`config.mk`:
```
export PLATFORM = sky130hd
export DESIGN_NAME = bbat_translator
export DESIGN_NICKNAME = d
export VERILOG_FILES = /design/src/core/bbat_translator.v
export VERILOG_INCLUDE_DIRS = /design/src /design/src/core
export SDC_FILE = /design/constraint.sdc
export NUM_CORES = 1
export LEC_CHECK = 0
export BUFFER_PORTS_ARGS = -buffer_cell sky130_fd_sc_hd__buf_2
export CORE_MARGIN = 2
export CORE_UTILIZATION = 53
export DETAILED_ROUTE_END_ITERATION = 16
export HOLD_SLACK_MARGIN = 0.12
export PLACE_DENSITY = 0.92
export SKIP_LAST_GASP = 1
export SYNTH_ARGS = -nofsm -noshare
export SYNTH_HDL_FRONTEND = slang
export SYNTH_SLANG_ARGS = --single-unit
```
`constraint.sdc`:
```
create_clock -name clk -period 2.4 [get_ports clk]
set_input_delay 0 -clock clk [delete_from_list [all_inputs] [get_ports clk]]
set_output_delay 0 -clock clk [all_outputs]
set_load 0.02 [all_outputs]
```
`src/core/bbat_regs.vh`:
```
`ifndef BBAT_REGS_VH
`define BBAT_REGS_VH
// Register numbers on the system control coprocessor move port
`define BBAT_REG_INSTR_SPACE_BASE     5'h00
`define BBAT_REG_INSTR_SPACE_BOUND    5'h01
`define BBAT_REG_DATA_SPACE_BASE     5'h02
`define BBAT_REG_DATA_SPACE_BOUND    5'h03
`define BBAT_REG_POLICY    5'h11
// Page field of base and bound registers
`define BBAT_PAGE_HI       31
`define BBAT_PAGE_LO       12
`define BBAT_LIM_HI        30
`define BBAT_OFS_HI        11
`define BBAT_RSVD_ZERO     12'h000
`define BBAT_RSVD_TOP      1'b0
`define BBAT_READ_ZERO     32'h00000000
`define BBAT_VA_HI         31
// Reset images of base and bound page fields
`define BBAT_BASE_RESET    20'h00000
`define BBAT_BOUND_RESET   19'h00000
// Segment selectors on virtual bits 31:29
`define BBAT_SEG_KSEG_A    3'h4
`define BBAT_SEG_KSEG_B    3'h5
`define BBAT_SEG_USER_0    3'h0
`define BBAT_SEG_USER_1    3'h1
`define BBAT_SEG_USER_2    3'h2
`define BBAT_SEG_USER_3    3'h3
`define BBAT_SEG_UPPER_0   3'h6
`define BBAT_SEG_UPPER_1   3'h7
`define BBAT_SEG_ZERO      3'h0
`define BBAT_SEG_HI        31
`define BBAT_SEG_LO        29
`define BBAT_SEG_B_OFFSET  32'ha0000000
// Cache policy register: 8 regions of 4 bits, bit 3 of each unimplemented
`define BBAT_POLICY_RESET  32'h22233333
`define BBAT_POLICY_MASK   32'h77777777
`define BBAT_POLICY_W      4
`endif

```
`src/core/bbat_translator.v`:
```
`timescale 1ns/1ps
// Contract
// RULE1 - User mode only when unprivileged bit set and both level bits clear.
// RULE2 - Kernel mode when unprivileged bit clear or either level bit set.
// RULE3 - User access with virtual bit 31 set raises address error.
// RULE4 - User segment translated identically from user and kernel mode.
// RULE5 - Kernel access with bit 31 clear is relocated and bound checked.
// RULE6 - Top bits 100 bypass mapping; physical is zeros with bits 28:0.
// RULE7 - Top bits 101 bypass mapping; physical is virtual minus a0000000.
// RULE8 - After reset segment a cacheable, segment b uncached.
// RULE9 - Top bits 11 map to zeros with bits 28:0.
// RULE10 - Every segment cacheability comes from the cache policy register.
// RULE11 - Exception forces kernel mode until return restores prior mode.
// RULE12 - Instruction base upper 20 bits relocate fetches; low 12 read zero.
// RULE13 - Fetch above instruction bound raises address error, no access.
// RULE14 - Data base relocates loads and stores; low 12 read zero.
// RULE15 - Data addresses checked against separate data bound.
// RULE16 - Software writes zero into reserved low bits.
// RULE17 - Compare virtual bits 30:12 with bound 30:12; greater is error.
// RULE18 - Physical is 20-bit page sum with bits 11:0 unchanged.
// RULE19 - Address bits 63:32 discarded before translation.
// RULE20 - Fetch uses instruction pair, data uses data pair, same cycle.
`include "bbat_regs.vh"

// Register numbers on the move port:
//   instruction base and bound, data base and bound, then cache policy.
// Reads are combinational, so a read sees a write from the cycle before.
// Outputs are combinational on purpose: translation must fit the access
// cycle, which is why the translated address is not registered here.
// No interrupt and no exception sequencing: refusals are level outputs
// that the pipeline turns into its own exceptions.

module bbat_translator #(
   parameter VA_W = 64
) (
   input  wire            clk,
   input  wire            resetn,
   // Status bits as held by the pipeline
   input  wire            unprivileged_select_bit,
   input  wire            exception_level_bit,
   input  wire            error_level_bit,
   // Coprocessor move port
   input  wire            reg_wr,
   input  wire [4:0]      reg_num,
   input  wire [31:0]     reg_wdata,
   output reg  [31:0]     reg_rdata,
   // Instruction fetch path
   input  wire            ifetch_valid,
   input  wire [VA_W-1:0] ifetch_virtual_address,
   output wire            ifetch_phys_valid,
   output wire [31:0]     ifetch_phys_addr,
   output wire [3:0]      ifetch_cache_policy,
   output wire            ifetch_addr_error,
   // Load/store path
   input  wire            data_valid,
   input  wire [VA_W-1:0] data_virtual_address,
   output wire            data_phys_valid,
   output wire [31:0]     data_phys_addr,
   output wire [3:0]      data_cache_policy,
   output wire            data_addr_error,
   // Current mode
   output wire            kernel_mode
);

   // Programmed state; base holds page bits 31:12, bound holds 30:12
   reg  [19:0] instr_space_base_ff;
   reg  [18:0] instr_space_bound_ff;
   reg  [19:0] data_space_base_ff;
   reg  [18:0] data_space_bound_ff;
   reg  [31:0] policy_ff;
   // Next values
   reg  [19:0] nxt_instr_space_base;
   reg  [18:0] nxt_instr_space_bound;
   reg  [19:0] nxt_data_space_base;
   reg  [18:0] nxt_data_space_bound;
   reg  [31:0] nxt_policy;

   // Decoded write strobes and mode terms
   wire        wr_instr_space_base;
   wire        wr_instr_space_bound;
   wire        wr_data_space_base;
   wire        wr_data_space_bound;
   wire        wr_policy;
   wire        user_bit_clear;
   wire        in_exception;
   wire        in_error;
   wire        user_mode;
   wire [31:0] ifetch_va32;
   wire [31:0] data_va32;

   // Any one term is enough for kernel privilege
   assign user_bit_clear = ~unprivileged_select_bit;                   // see RULE2
   assign in_exception   = exception_level_bit;
   assign in_error       = error_level_bit;

   // No mode storage here: exception entry sets a level bit and the
   // return clears it, so the prior mode comes back on its own
   assign kernel_mode    = user_bit_clear | in_exception | in_error;  // see RULE11
   assign user_mode      = ~kernel_mode;                               // see RULE1

   // Only the low word of a 64-bit address takes part in translation
   assign ifetch_va32    = ifetch_virtual_address[`BBAT_VA_HI:0];      // see RULE19
   assign data_va32      = data_virtual_address[`BBAT_VA_HI:0];        // see RULE19

   // Write strobes; numbers outside the table are ignored
   assign wr_instr_space_base  = reg_wr & (reg_num == `BBAT_REG_INSTR_SPACE_BASE);
   assign wr_instr_space_bound = reg_wr & (reg_num == `BBAT_REG_INSTR_SPACE_BOUND);
   assign wr_data_space_base  = reg_wr & (reg_num == `BBAT_REG_DATA_SPACE_BASE);
   assign wr_data_space_bound = reg_wr & (reg_num == `BBAT_REG_DATA_SPACE_BOUND);
   assign wr_policy = reg_wr & (reg_num == `BBAT_REG_POLICY);

   // Next instruction base; low reserved bits are never stored
   always @* begin
      nxt_instr_space_base = instr_space_base_ff;
      if (wr_instr_space_base) begin
         nxt_instr_space_base = reg_wdata[`BBAT_PAGE_HI:`BBAT_PAGE_LO];           // see RULE12
      end
   end

   // Next instruction bound; bit 31 has no storage, user space ends there
   always @* begin
      nxt_instr_space_bound = instr_space_bound_ff;
      if (wr_instr_space_bound) begin
         nxt_instr_space_bound = reg_wdata[`BBAT_LIM_HI:`BBAT_PAGE_LO];           // see RULE13
      end
   end

   // Next data base, kept apart from the fetch pair
   always @* begin
      nxt_data_space_base = data_space_base_ff;
      if (wr_data_space_base) begin
         nxt_data_space_base = reg_wdata[`BBAT_PAGE_HI:`BBAT_PAGE_LO];           // see RULE14
      end
   end

   // Next data bound, independent of the instruction bound
   always @* begin
      nxt_data_space_bound = data_space_bound_ff;
      if (wr_data_space_bound) begin
         nxt_data_space_bound = reg_wdata[`BBAT_LIM_HI:`BBAT_PAGE_LO];           // see RULE15
      end
   end

   // Next cache policy; unimplemented bit of each nibble is dropped
   always @* begin
      nxt_policy = policy_ff;
      if (wr_policy) begin
         nxt_policy = reg_wdata & `BBAT_POLICY_MASK;                    // see RULE10
      end
   end

   // Register update; reset leaves page zero as the only legal user page
   always @(posedge clk or negedge resetn) begin
      if (!resetn) begin
         instr_space_base_ff  <= `BBAT_BASE_RESET;
         instr_space_bound_ff <= `BBAT_BOUND_RESET;
         data_space_base_ff  <= `BBAT_BASE_RESET;
         data_space_bound_ff <= `BBAT_BOUND_RESET;
         policy_ff <= `BBAT_POLICY_RESET;                               // see RULE8
      end else begin
         instr_space_base_ff  <= nxt_instr_space_base;
         instr_space_bound_ff <= nxt_instr_space_bound;
         data_space_base_ff  <= nxt_data_space_base;
         data_space_bound_ff <= nxt_data_space_bound;
         policy_ff <= nxt_policy;
      end
   end

   // Read images; reserved low bits always read as zero
   wire [31:0] instr_space_base_img  = {instr_space_base_ff, `BBAT_RSVD_ZERO};                 // see RULE12
   wire [31:0] instr_space_bound_img = {`BBAT_RSVD_TOP, instr_space_bound_ff, `BBAT_RSVD_ZERO};
   wire [31:0] data_space_base_img  = {data_space_base_ff, `BBAT_RSVD_ZERO};                 // see RULE14
   wire [31:0] data_space_bound_img = {`BBAT_RSVD_TOP, data_space_bound_ff, `BBAT_RSVD_ZERO};

   // Read mux; unused numbers read as zero
   always @* begin
      case (reg_num)
         `BBAT_REG_INSTR_SPACE_BASE:  reg_rdata = instr_space_base_img;
         `BBAT_REG_INSTR_SPACE_BOUND: reg_rdata = instr_space_bound_img;
         `BBAT_REG_DATA_SPACE_BASE:  reg_rdata = data_space_base_img;
         `BBAT_REG_DATA_SPACE_BOUND: reg_rdata = data_space_bound_img;
         `BBAT_REG_POLICY: reg_rdata = policy_ff;
         default:          reg_rdata = `BBAT_READ_ZERO;
      endcase
   end

   // One translator per path, each with its own pair
   bbat_xlate u_ixl (
      .user_mode (user_mode),
      .req       (ifetch_valid),
      .va        (ifetch_va32),
      .base      (instr_space_base_ff),                                   // see RULE20
      .bound     (instr_space_bound_ff),
      .policy    (policy_ff),
      .pa_valid  (ifetch_phys_valid),
      .pa        (ifetch_phys_addr),
      .cpol      (ifetch_cache_policy),
      .addr_err  (ifetch_addr_error)                           // see RULE13
   );

   // Load/store path sees only the data pair
   bbat_xlate u_dxl (
      .user_mode (user_mode),
      .req       (data_valid),
      .va        (data_va32),
      .base      (data_space_base_ff),                                   // see RULE20
      .bound     (data_space_bound_ff),
      .policy    (policy_ff),
      .pa_valid  (data_phys_valid),
      .pa        (data_phys_addr),
      .cpol      (data_cache_policy),
      .addr_err  (data_addr_error)                             // see RULE15
   );

endmodule

// Combinational translation of one address; finishes within the cycle.
// Limitations a user should know:
//   the bound compare is unsigned and inclusive, so the bound page is legal;
//   the mapped sum wraps at 20 bits with no overflow error;
//   exception sequencing is left to the pipeline, which owns the level bits.
module bbat_xlate (
   // Mode and request
   input  wire        user_mode,
   input  wire        req,
   input  wire [31:0] va,
   // Programmed state
   input  wire [19:0] base,
   input  wire [18:0] bound,
   input  wire [31:0] policy,
   // Results
   output wire        pa_valid,
   output reg  [31:0] pa,
   output wire [3:0]  cpol,
   output wire        addr_err
);
   // Segment decode
   wire [2:0]  seg;
   wire        kern_va;
   wire        seg_user;

   // Relocation and fixed maps
   wire        over;
   wire [19:0] page;
   wire [31:0] mapped_pa;
   wire [31:0] fixed_pa;
   wire [31:0] shifted_pa;

   // Refusal terms
   wire        priv_err;
   wire        bound_err;
   wire        err;

   // Segment decode on the top three virtual bits
   assign seg      = va[`BBAT_SEG_HI:`BBAT_SEG_LO];
   assign kern_va  = va[`BBAT_SEG_HI];
   assign seg_user = ~kern_va;                                      // see RULE4

   // Bound check on page bits below bit 31; equal page still passes
   assign over = va[`BBAT_LIM_HI:`BBAT_PAGE_LO] > bound;            // see RULE17

   // Relocation wraps at 20 bits, so a page sum past the top folds back to low pages
   assign page      = va[`BBAT_PAGE_HI:`BBAT_PAGE_LO] + base;       // see RULE18
   assign mapped_pa = {page, va[`BBAT_OFS_HI:0]};                   // see RULE5

   // Unmapped kernel segments drop the top three bits
   assign fixed_pa   = {`BBAT_SEG_ZERO, va[`BBAT_SEG_LO-1:0]};      // see RULE6 see RULE9
   assign shifted_pa = va - `BBAT_SEG_B_OFFSET;                     // see RULE7

   // Privileged reach from user mode and a bound overrun both refuse
   assign priv_err  = kern_va & user_mode;                          // see RULE3
   assign bound_err = seg_user & over;                              // see RULE13 see RULE15
   assign err       = priv_err | bound_err;

   // Outputs qualified by the request so an idle path shows no error
   assign addr_err = req & err;                                     // see RULE20
   assign pa_valid = req & ~err;

   // Policy nibble chosen by region, in parallel with translation
   assign cpol = policy[seg*`BBAT_POLICY_W +: `BBAT_POLICY_W];      // see RULE10

   // Address chosen by segment; user and kernel share the mapped path
   always @* begin
      case (seg)
         `BBAT_SEG_USER_0,
         `BBAT_SEG_USER_1,
         `BBAT_SEG_USER_2,
         `BBAT_SEG_USER_3: begin
            pa = mapped_pa;                                         // see RULE4
         end
         `BBAT_SEG_KSEG_A: begin
            pa = fixed_pa;                                          // see RULE6
         end
         `BBAT_SEG_KSEG_B: begin
            pa = shifted_pa;                                        // see RULE7
         end
         `BBAT_SEG_UPPER_0,
         `BBAT_SEG_UPPER_1: begin
            pa = fixed_pa;                                          // see RULE9
         end
         default: begin
            pa = fixed_pa;
         end
      endcase
   end
endmodule

```
==> run_results.csv, run 1 <==
group,metric,value,unit
sta,finalMaxSlewViolations,0,
route,vias,8414,
placement,dpl.hpwl,19100,um
critical_path,slowest_stage,"or4b_1",
critical_path,cp.arrival,2.71,ns
yosys,synth_cells,902,
cts,clock_latency,0.35,ns
power,p_per_area,690,nW/um^2
sta,setup_viol,20,
critical_path,cp-start-kind,"register",
yosys,yosys_warnings,0,
sta,setup_tns,-3.33,ns
power,power,7930,uW
cts,clockBufferDepth,2,
cts,cts_buffers,9,
cts,cts_root_buf,"clkbuf_16",
yosys,yosysSeqAreaShare,29.5,%
sta,period_needed,2.71,ns
job,maxCapViolCount,0,
yosys,synth_edf_count,0,
finish,drive_gt1_share,42.7,%
power,swShare,39.4,%
grt,grt_pass1_vias,8163,
sta,hold_violations,0,
yosys,syn_area,8700,um^2
sta,finalCritPeriodShare,113,%
floorplan,die_x,132,um
critical_path,crit_fanout,4,
run_status,outcome,"finished, violations left",
yosys,synth.largest_area_cell,"dfrtp_1",
placement,pre_cts_ws,-0.118,ns
yosys,ys_types,77,
floorplan,fp.dieArea,17500,um^2
route,drcViolationCount,0,
power,p_leak,0.00544,uW
floorplan,ios,282,
finish,fin_nets,1400,
grt,grt.overflow.total,0,
finish,fillers,1063,
cts,cts_tree,"built",
finish,syn2layout_area_growth,32.3,%
grt,grt_max_degree,58,
placement,gp_congestion,0.917,
route,wl,27600,um
power,p_int,4810,uW
route,viasPerCell,6.18,
yosys,ys_ff_latch,102,
critical_path,critical-path-max-stage-delay,0.50,ns
power,seqPwrFrac,31.8,%
power,power.net_switching,3120,uW
yosys,netlist.area_leader.share,25.6,%
sta,fin_ws,-0.310,ns
yosys,synthFlopType,"dfrtp_1",
power,peakVddDrop,0.000404,V
critical_path,path_cells,"ha_1, a21o_1, a21oi_1, or4b_1, o211ai_1, a21oi_2, and4b_1, or3_1, buf_6",
floorplan,num_rows,46,
run_status,violations,"setup timing",
route,first_iter_violations,754,
cts,htreeDepth,3,
sta,max_freq,369,MHz
floorplan,fp.dieH,132,um
yosys,synthArstFlopShare,100,%
floorplan,coreArea,15900,um^2
route,dr.pass1.iters,10,
yosys,yosys-top-cells-area,"dfrtp_1 (26%), mux2_2 (12%), ha_1 (12%)",
cts,clock-sinks,102,
floorplan,start_util,54.6,%
critical_path,worstSetupPathType,"register to output pin",
critical_path,cp-end-kind,"output pin",
sta,slew_headroom,60.2,%
grt,grt_first_pass_wirelength,42200,um
grt,antenna_found_initial,0,
finish,diodes,0,
placement,io_buffers,161,
sta,worstMarginPinSlew,0.596,ns
cts,path_clk_slew,0.07,ns
grt,grt_use_total,30.3,%
route,drtAntennaViolNets,0,
sta,rsz0062_at_grt,"yes",
sta,fin_worst_skew,0,ns
critical_path,required,2.40,ns
min_path,hp-class,"primary input to async pin",
yosys,syn_area_per_cell,9.64,um^2
route,avgRoutedWirePerCell,20.2,um
yosys,synth.most_common_cell,"mux2_2",
power,clkPwrFrac,17.7,%
power,power_frac_comb,50.5,%
yosys,synth_common_cells,"mux2_2 (94), dfrtp_1 (89), ha_1 (84), nand2_1 (70), inv_1 (64)",
[cell type report]
type / instances / area (um^2) / area share (%)
Inverter: 64 / 240 / 2.09
Clock inverter: 4 / 30.0 / 0.261
Tap cell: 216 / 270 / 2.35
Clock buffer: 12 / 256 / 2.23
Multi-Input combinational cell: 671 / 6110 / 53.1
Sequential cell: 102 / 2570 / 22.4
Timing Repair Buffer: 293 / 2020 / 17.6
[metrics by stage]
| stage | instances | cell area [um^2] | hold slack (ns) | util, % |
|---|---|---|---|---|
| floorplan | 906 | 8720 | -0.296 | - |
| global placement | 1256 | 9730 | 0.000137 | 61.0 |
| detailed placement | 1256 | 9730 | 0.000137 | 61.0 |
| CTS | 1349 | 11200 | 0.213 | 70.2 |
| global route | 1362 | 11500 | 0.258 | 72.2 |
| finish | 1362 | 11500 | 0.204 | 72.2 |
[worst paths after layout]
kind | startpoint | to | slack (ns) | cells past startpoint
setup / recovery | instr_space_base_ff[7]$_DFFE_PN0P_ | ifetch_phys_addr[30] | -0.31 | 9
hold / removal | resetn | instr_space_bound_ff[2]$_DFFE_PN0P_ | 0.20 | 2
setup reg to reg | instr_space_base_ff[0]$_DFFE_PN0P_ | instr_space_base_ff[0]$_DFFE_PN0P_ | 1.24 | 4
hold reg to reg | data_space_bound_ff[11]$_DFFE_PN0P_ | data_space_bound_ff[11]$_DFFE_PN0P_ | 0.54 | 1
max in group asynchronous | resetn | policy_ff[8]$_DFFE_PN1P_ | 1.43 | 3
min in group clk | ifetch_valid | ifetch_addr_error | 0.32 | 4
[worst max-delay path, delay by kind of cell, from the launching register on]
kind,cells,cell delay (ns)
buffers and inverters,1,0.14
adder cells (fa/ha/maj),1,0.30
AND/OR/NAND/NOR,3,1.01
AO/OA/AOI/OAI,4,0.48
flip-flops,1,0.43
[power by group through the flow]
| stage | combinational (uW) | clock (uW) | sequential, uW |
|---|---|---|---|
| 3_5_place_dp | 3150 | 0 | 2480 |
| 6_report | 4010 | 1400 | 2520 |
| 2_1_floorplan | 2350 | 0 | 2310 |
| 5_1_grt | 4360 | 1470 | 2540 |
| 3_3_place_gp | 3050 | 0 | 2430 |
| 4_1_cts | 3690 | 1400 | 2470 |
[kinds of logic (layout without fill, tap and decap cells)]
family / Yosys count / in the layout / share of synthesized area [%]
AOI/OAI and AO/OA: 227 / 227 / 17.5
xor gates and xnor gates: 20 / 20 / 2.01
adders and majority gates: 86 / 86 / 12.5
buffers and inverters: 133 / 373 / 7.29
DFF: 102 / 102 / 29.5
muxes: 122 / 122 / 18.3
other: 1 / 5 / 0.0431
and+or+nand+nor: 211 / 211 / 12.8
[cell usage in the layout, fill, tap and decap left out, types with 7 or more instances in the layout]
cell type	count
dfrtp_1	85
clkbuf_16	9
xnor2_1	8
a21oi_2	11
o21a_1	7
a22oi_1	16
mux4_2	16
nor3_1	8
ha_4	21
a21o_1	25
xor2_1	12
nand4_1	10
buf_4	88
ha_1	59
buf_2	142
o21ai_1	13
mux2_4	10
dfstp_2	13
a222oi_1	15
nand2b_1	7
nor2b_1	10
nor2_1	35
a211oi_2	8
buf_6	8
mux2_2	94
o21ai_0	22
nand2_1	68
dlygate4sd3_1	54
inv_1	62
and2_1	12
a21oi_1	49
nand3_1	11
[sequential cells by signal, summed over array words and instances (netlist names)]
| register | flops |
|---|---|
| instr_space_base_ff | 20 |
| policy_ff | 24 |
| data_space_base_ff | 20 |
| instr_space_bound_ff | 19 |
| data_space_bound_ff | 19 |
[routing by layer]
layer / GRT usage [%] / part of all wire [%]
met1: 37.7 / 39
met2: 52.3 / 49
met3: 4.00 / 7.3
met4: 13.8 / 4.7
met5: 0 / 0
[timing repair]
action	4_1_cts	5_1_grt
gates resized for setup	100	51
buffers inserted	23	13
setup endpoints to repair	23	30
endpoints found under the hold margin	171	0
pin swaps	53	38
hold buffers	54	0
cloned	0	0
Note: power is estimated with default switching activity, not from simulation.
==> inputs of run 2 (changes only) <==
--- a/config.mk
+++ b/config.mk
@@ -7,11 +7,12 @@
 export NUM_CORES = 1
 export LEC_CHECK = 0
 export BUFFER_PORTS_ARGS = -buffer_cell sky130_fd_sc_hd__buf_2
-export CORE_MARGIN = 2
+export CORE_MARGIN = 1.5
 export CORE_UTILIZATION = 53
 export DETAILED_ROUTE_END_ITERATION = 16
 export HOLD_SLACK_MARGIN = 0.12
 export PLACE_DENSITY = 0.92
+export SKIP_CTS_REPAIR_TIMING = 1
 export SKIP_LAST_GASP = 1
 export SYNTH_ARGS = -nofsm -noshare
 export SYNTH_HDL_FRONTEND = slang
==> run_results.csv, run 2 (synthesis gave the netlist of run 1 again) <==
group,metric,value,unit
cts,cts_root_buf,"clkbuf_16",
placement,io_buffers,161,
placement,dp.cells,1256,
placement,pre_cts_ws,-0.0941,ns
finish,diodes,0,
power,peakVddDrop,0.000414,V
critical_path,cp-start-kind,"register",
cts,htreeDepth,3,
sta,fin_worst_skew,0,ns
grt,antenna_found_initial,1,
critical_path,cp.arrival,2.89,ns
floorplan,fp.dieH,131,um
min_path,hp-class,"primary input to async pin",
cts,cts_buffers,9,
cts,clockBufferDepth,2,
finish,final_cell_mix,"buf_2 (143), mux2_2 (94), dfrtp_1 (87)",
job,maxCapViolCount,0,
cts,cts_tree,"built",
sta,finalMaxSlewViolations,0,
route,dr.pass1.iters,7,
sta,setup_tns,-3.69,ns
critical_path,path_cells,"ha_2, inv_2, fa_2, nor2b_1, o21ai_1, a21o_1, a211oi_2, a21oi_2, and4b_1, or3_4, buf_6",
finish,drive_gt1_share,42.6,%
sta,hold_violations,0,
finish,largest_reg_flops,24,
floorplan,fp.dieArea,17200,um^2
cts,clock_latency,0.35,ns
cts,path_clk_slew,0.07,ns
route,first_iter_violations,869,
finish,fin_util,72.2,%
critical_path,required,2.40,ns
finish,final_common_cell,"buf_2",
grt,grt_use_total,28.5,%
finish,fillers,1055,
cts,clock-sinks,102,
sta,fin_ws,-0.486,ns
grt,grt_max_degree,64,
critical_path,worstSetupPathType,"register to output pin",
power,p_leak,0.00539,uW
grt,grt.overflow.total,0,
route,avgRoutedWirePerCell,22.5,um
critical_path,slowest_stage,"dfrtp_1",
sta,finalCritPeriodShare,120,%
critical_path,critical-path-max-stage-delay,0.37,ns
critical_path,crit_start,"instr_space_base_ff[0]$_DFFE_PN0P_",
route,drcViolationCount,0,
finish,top_regs,"policy_ff (24), data_space_base_ff (20), instr_space_base_ff (20)",
critical_path,cp-end-kind,"output pin",
sta,worstMarginPinSlew,0.829,ns
grt,grt_pass1_vias,7572,
sta,period_needed,2.89,ns
run_status,violations,"setup timing",
sta,setup_viol,21,
finish,syn2layout_area_growth,32.4,%
critical_path,r2r-start,"data_space_base_ff[0]$_DFFE_PN0P_",
floorplan,ios,282,
floorplan,start_util,54.6,%
sta,rsz0062_at_grt,"yes",
critical_path,worst-path-buf-inv,2,
floorplan,die_x,131,um
finish,stdcell_count,1353,
floorplan,coreArea,15900,um^2
route,drtAntennaViolNets,0,
critical_path,cp_top_family,"compound AO/OA/AOI/OAI gates",
placement,gp_congestion,0.902,
placement,dpl.hpwl,19600,um
sta,slew_headroom,44.7,%
power,p_per_area,704,nW/um^2
route,vias,8595,
run_status,outcome,"finished, violations left",
finish,fin_nets,1391,
finish,top_register,"policy_ff",
route,viasPerCell,6.35,
route,wl,30400,um
grt,grt_first_pass_wirelength,39200,um
critical_path,crit_fanout,4,
floorplan,num_rows,46,
sta,max_freq,347,MHz
==> run 2: cell types whose count changed in the layout (fill, tap and decap cells not counted), sizes merged <==
cell | before | now
clkinv | 2 | 0
buf | 239 | 230
clkbuf | 12 | 13
inv | 65 | 66
==> run 2: worst paths after layout <==
check / end / slack (ns) / depth (start not counted)
hold / removal: instr_space_bound_ff[2]$_DFFE_PN0P_ / 0.28 / 2
min in group clk: data_addr_error / 0.33 / 4
setup / recovery: ifetch_phys_addr[30] / -0.49 / 11
setup reg to reg: data_space_base_ff[0]$_DFFE_PN0P_ / 1.35 / 3
max in group asynchronous: instr_space_base_ff[6]$_DFFE_PN0P_ / 1.39 / 3
hold reg to reg: instr_space_bound_ff[18]$_DFFE_PN0P_ / 0.55 / 1
==> run 2: report_power, final <==
part	total, uW	switching, uW	internal, uW
clock	1430	659	770
sequential	2560	475	2090
combinational	4120	2140	1980
total	8110	3270	4840
==> run 2: cell type report <==
class / instances / area (um^2) / area share [%]
flip-flops and latches: 102 / 2570 / 22.3
well taps: 216 / 270 / 2.35
clock buffers: 13 / 260 / 2.26
inverters: 64 / 240 / 2.09
repair buffers: 284 / 1940 / 16.9
multi-input cells: 671 / 6210 / 53.9
clock inverters: 3 / 25.0 / 0.217
==> run 2: through the flow <==
stage / hold WS (ns) / instance area, um^2 / power [uW]
after floorplan: -0.296 / 8720 / 4660
after global placement: 0.000137 / 9730 / 5490
after detailed placement: 0.000137 / 9730 / 5660
after CTS: -0.241 / 10000 / 7060
after global routing: 0.349 / 11500 / 8500
final: 0.285 / 11500 / 8110
==> run 2: layer usage <==
layer / vias up / global-route usage (%) / part of all wire (%)
met2: 611 / 47.3 / 48
met5: - / 0 / 0.049
li1: 3774 / - / -
met4: 2 / 15.0 / 5.8
met3: 136 / 3.74 / 9.3
met1: 4072 / 36.5 / 36
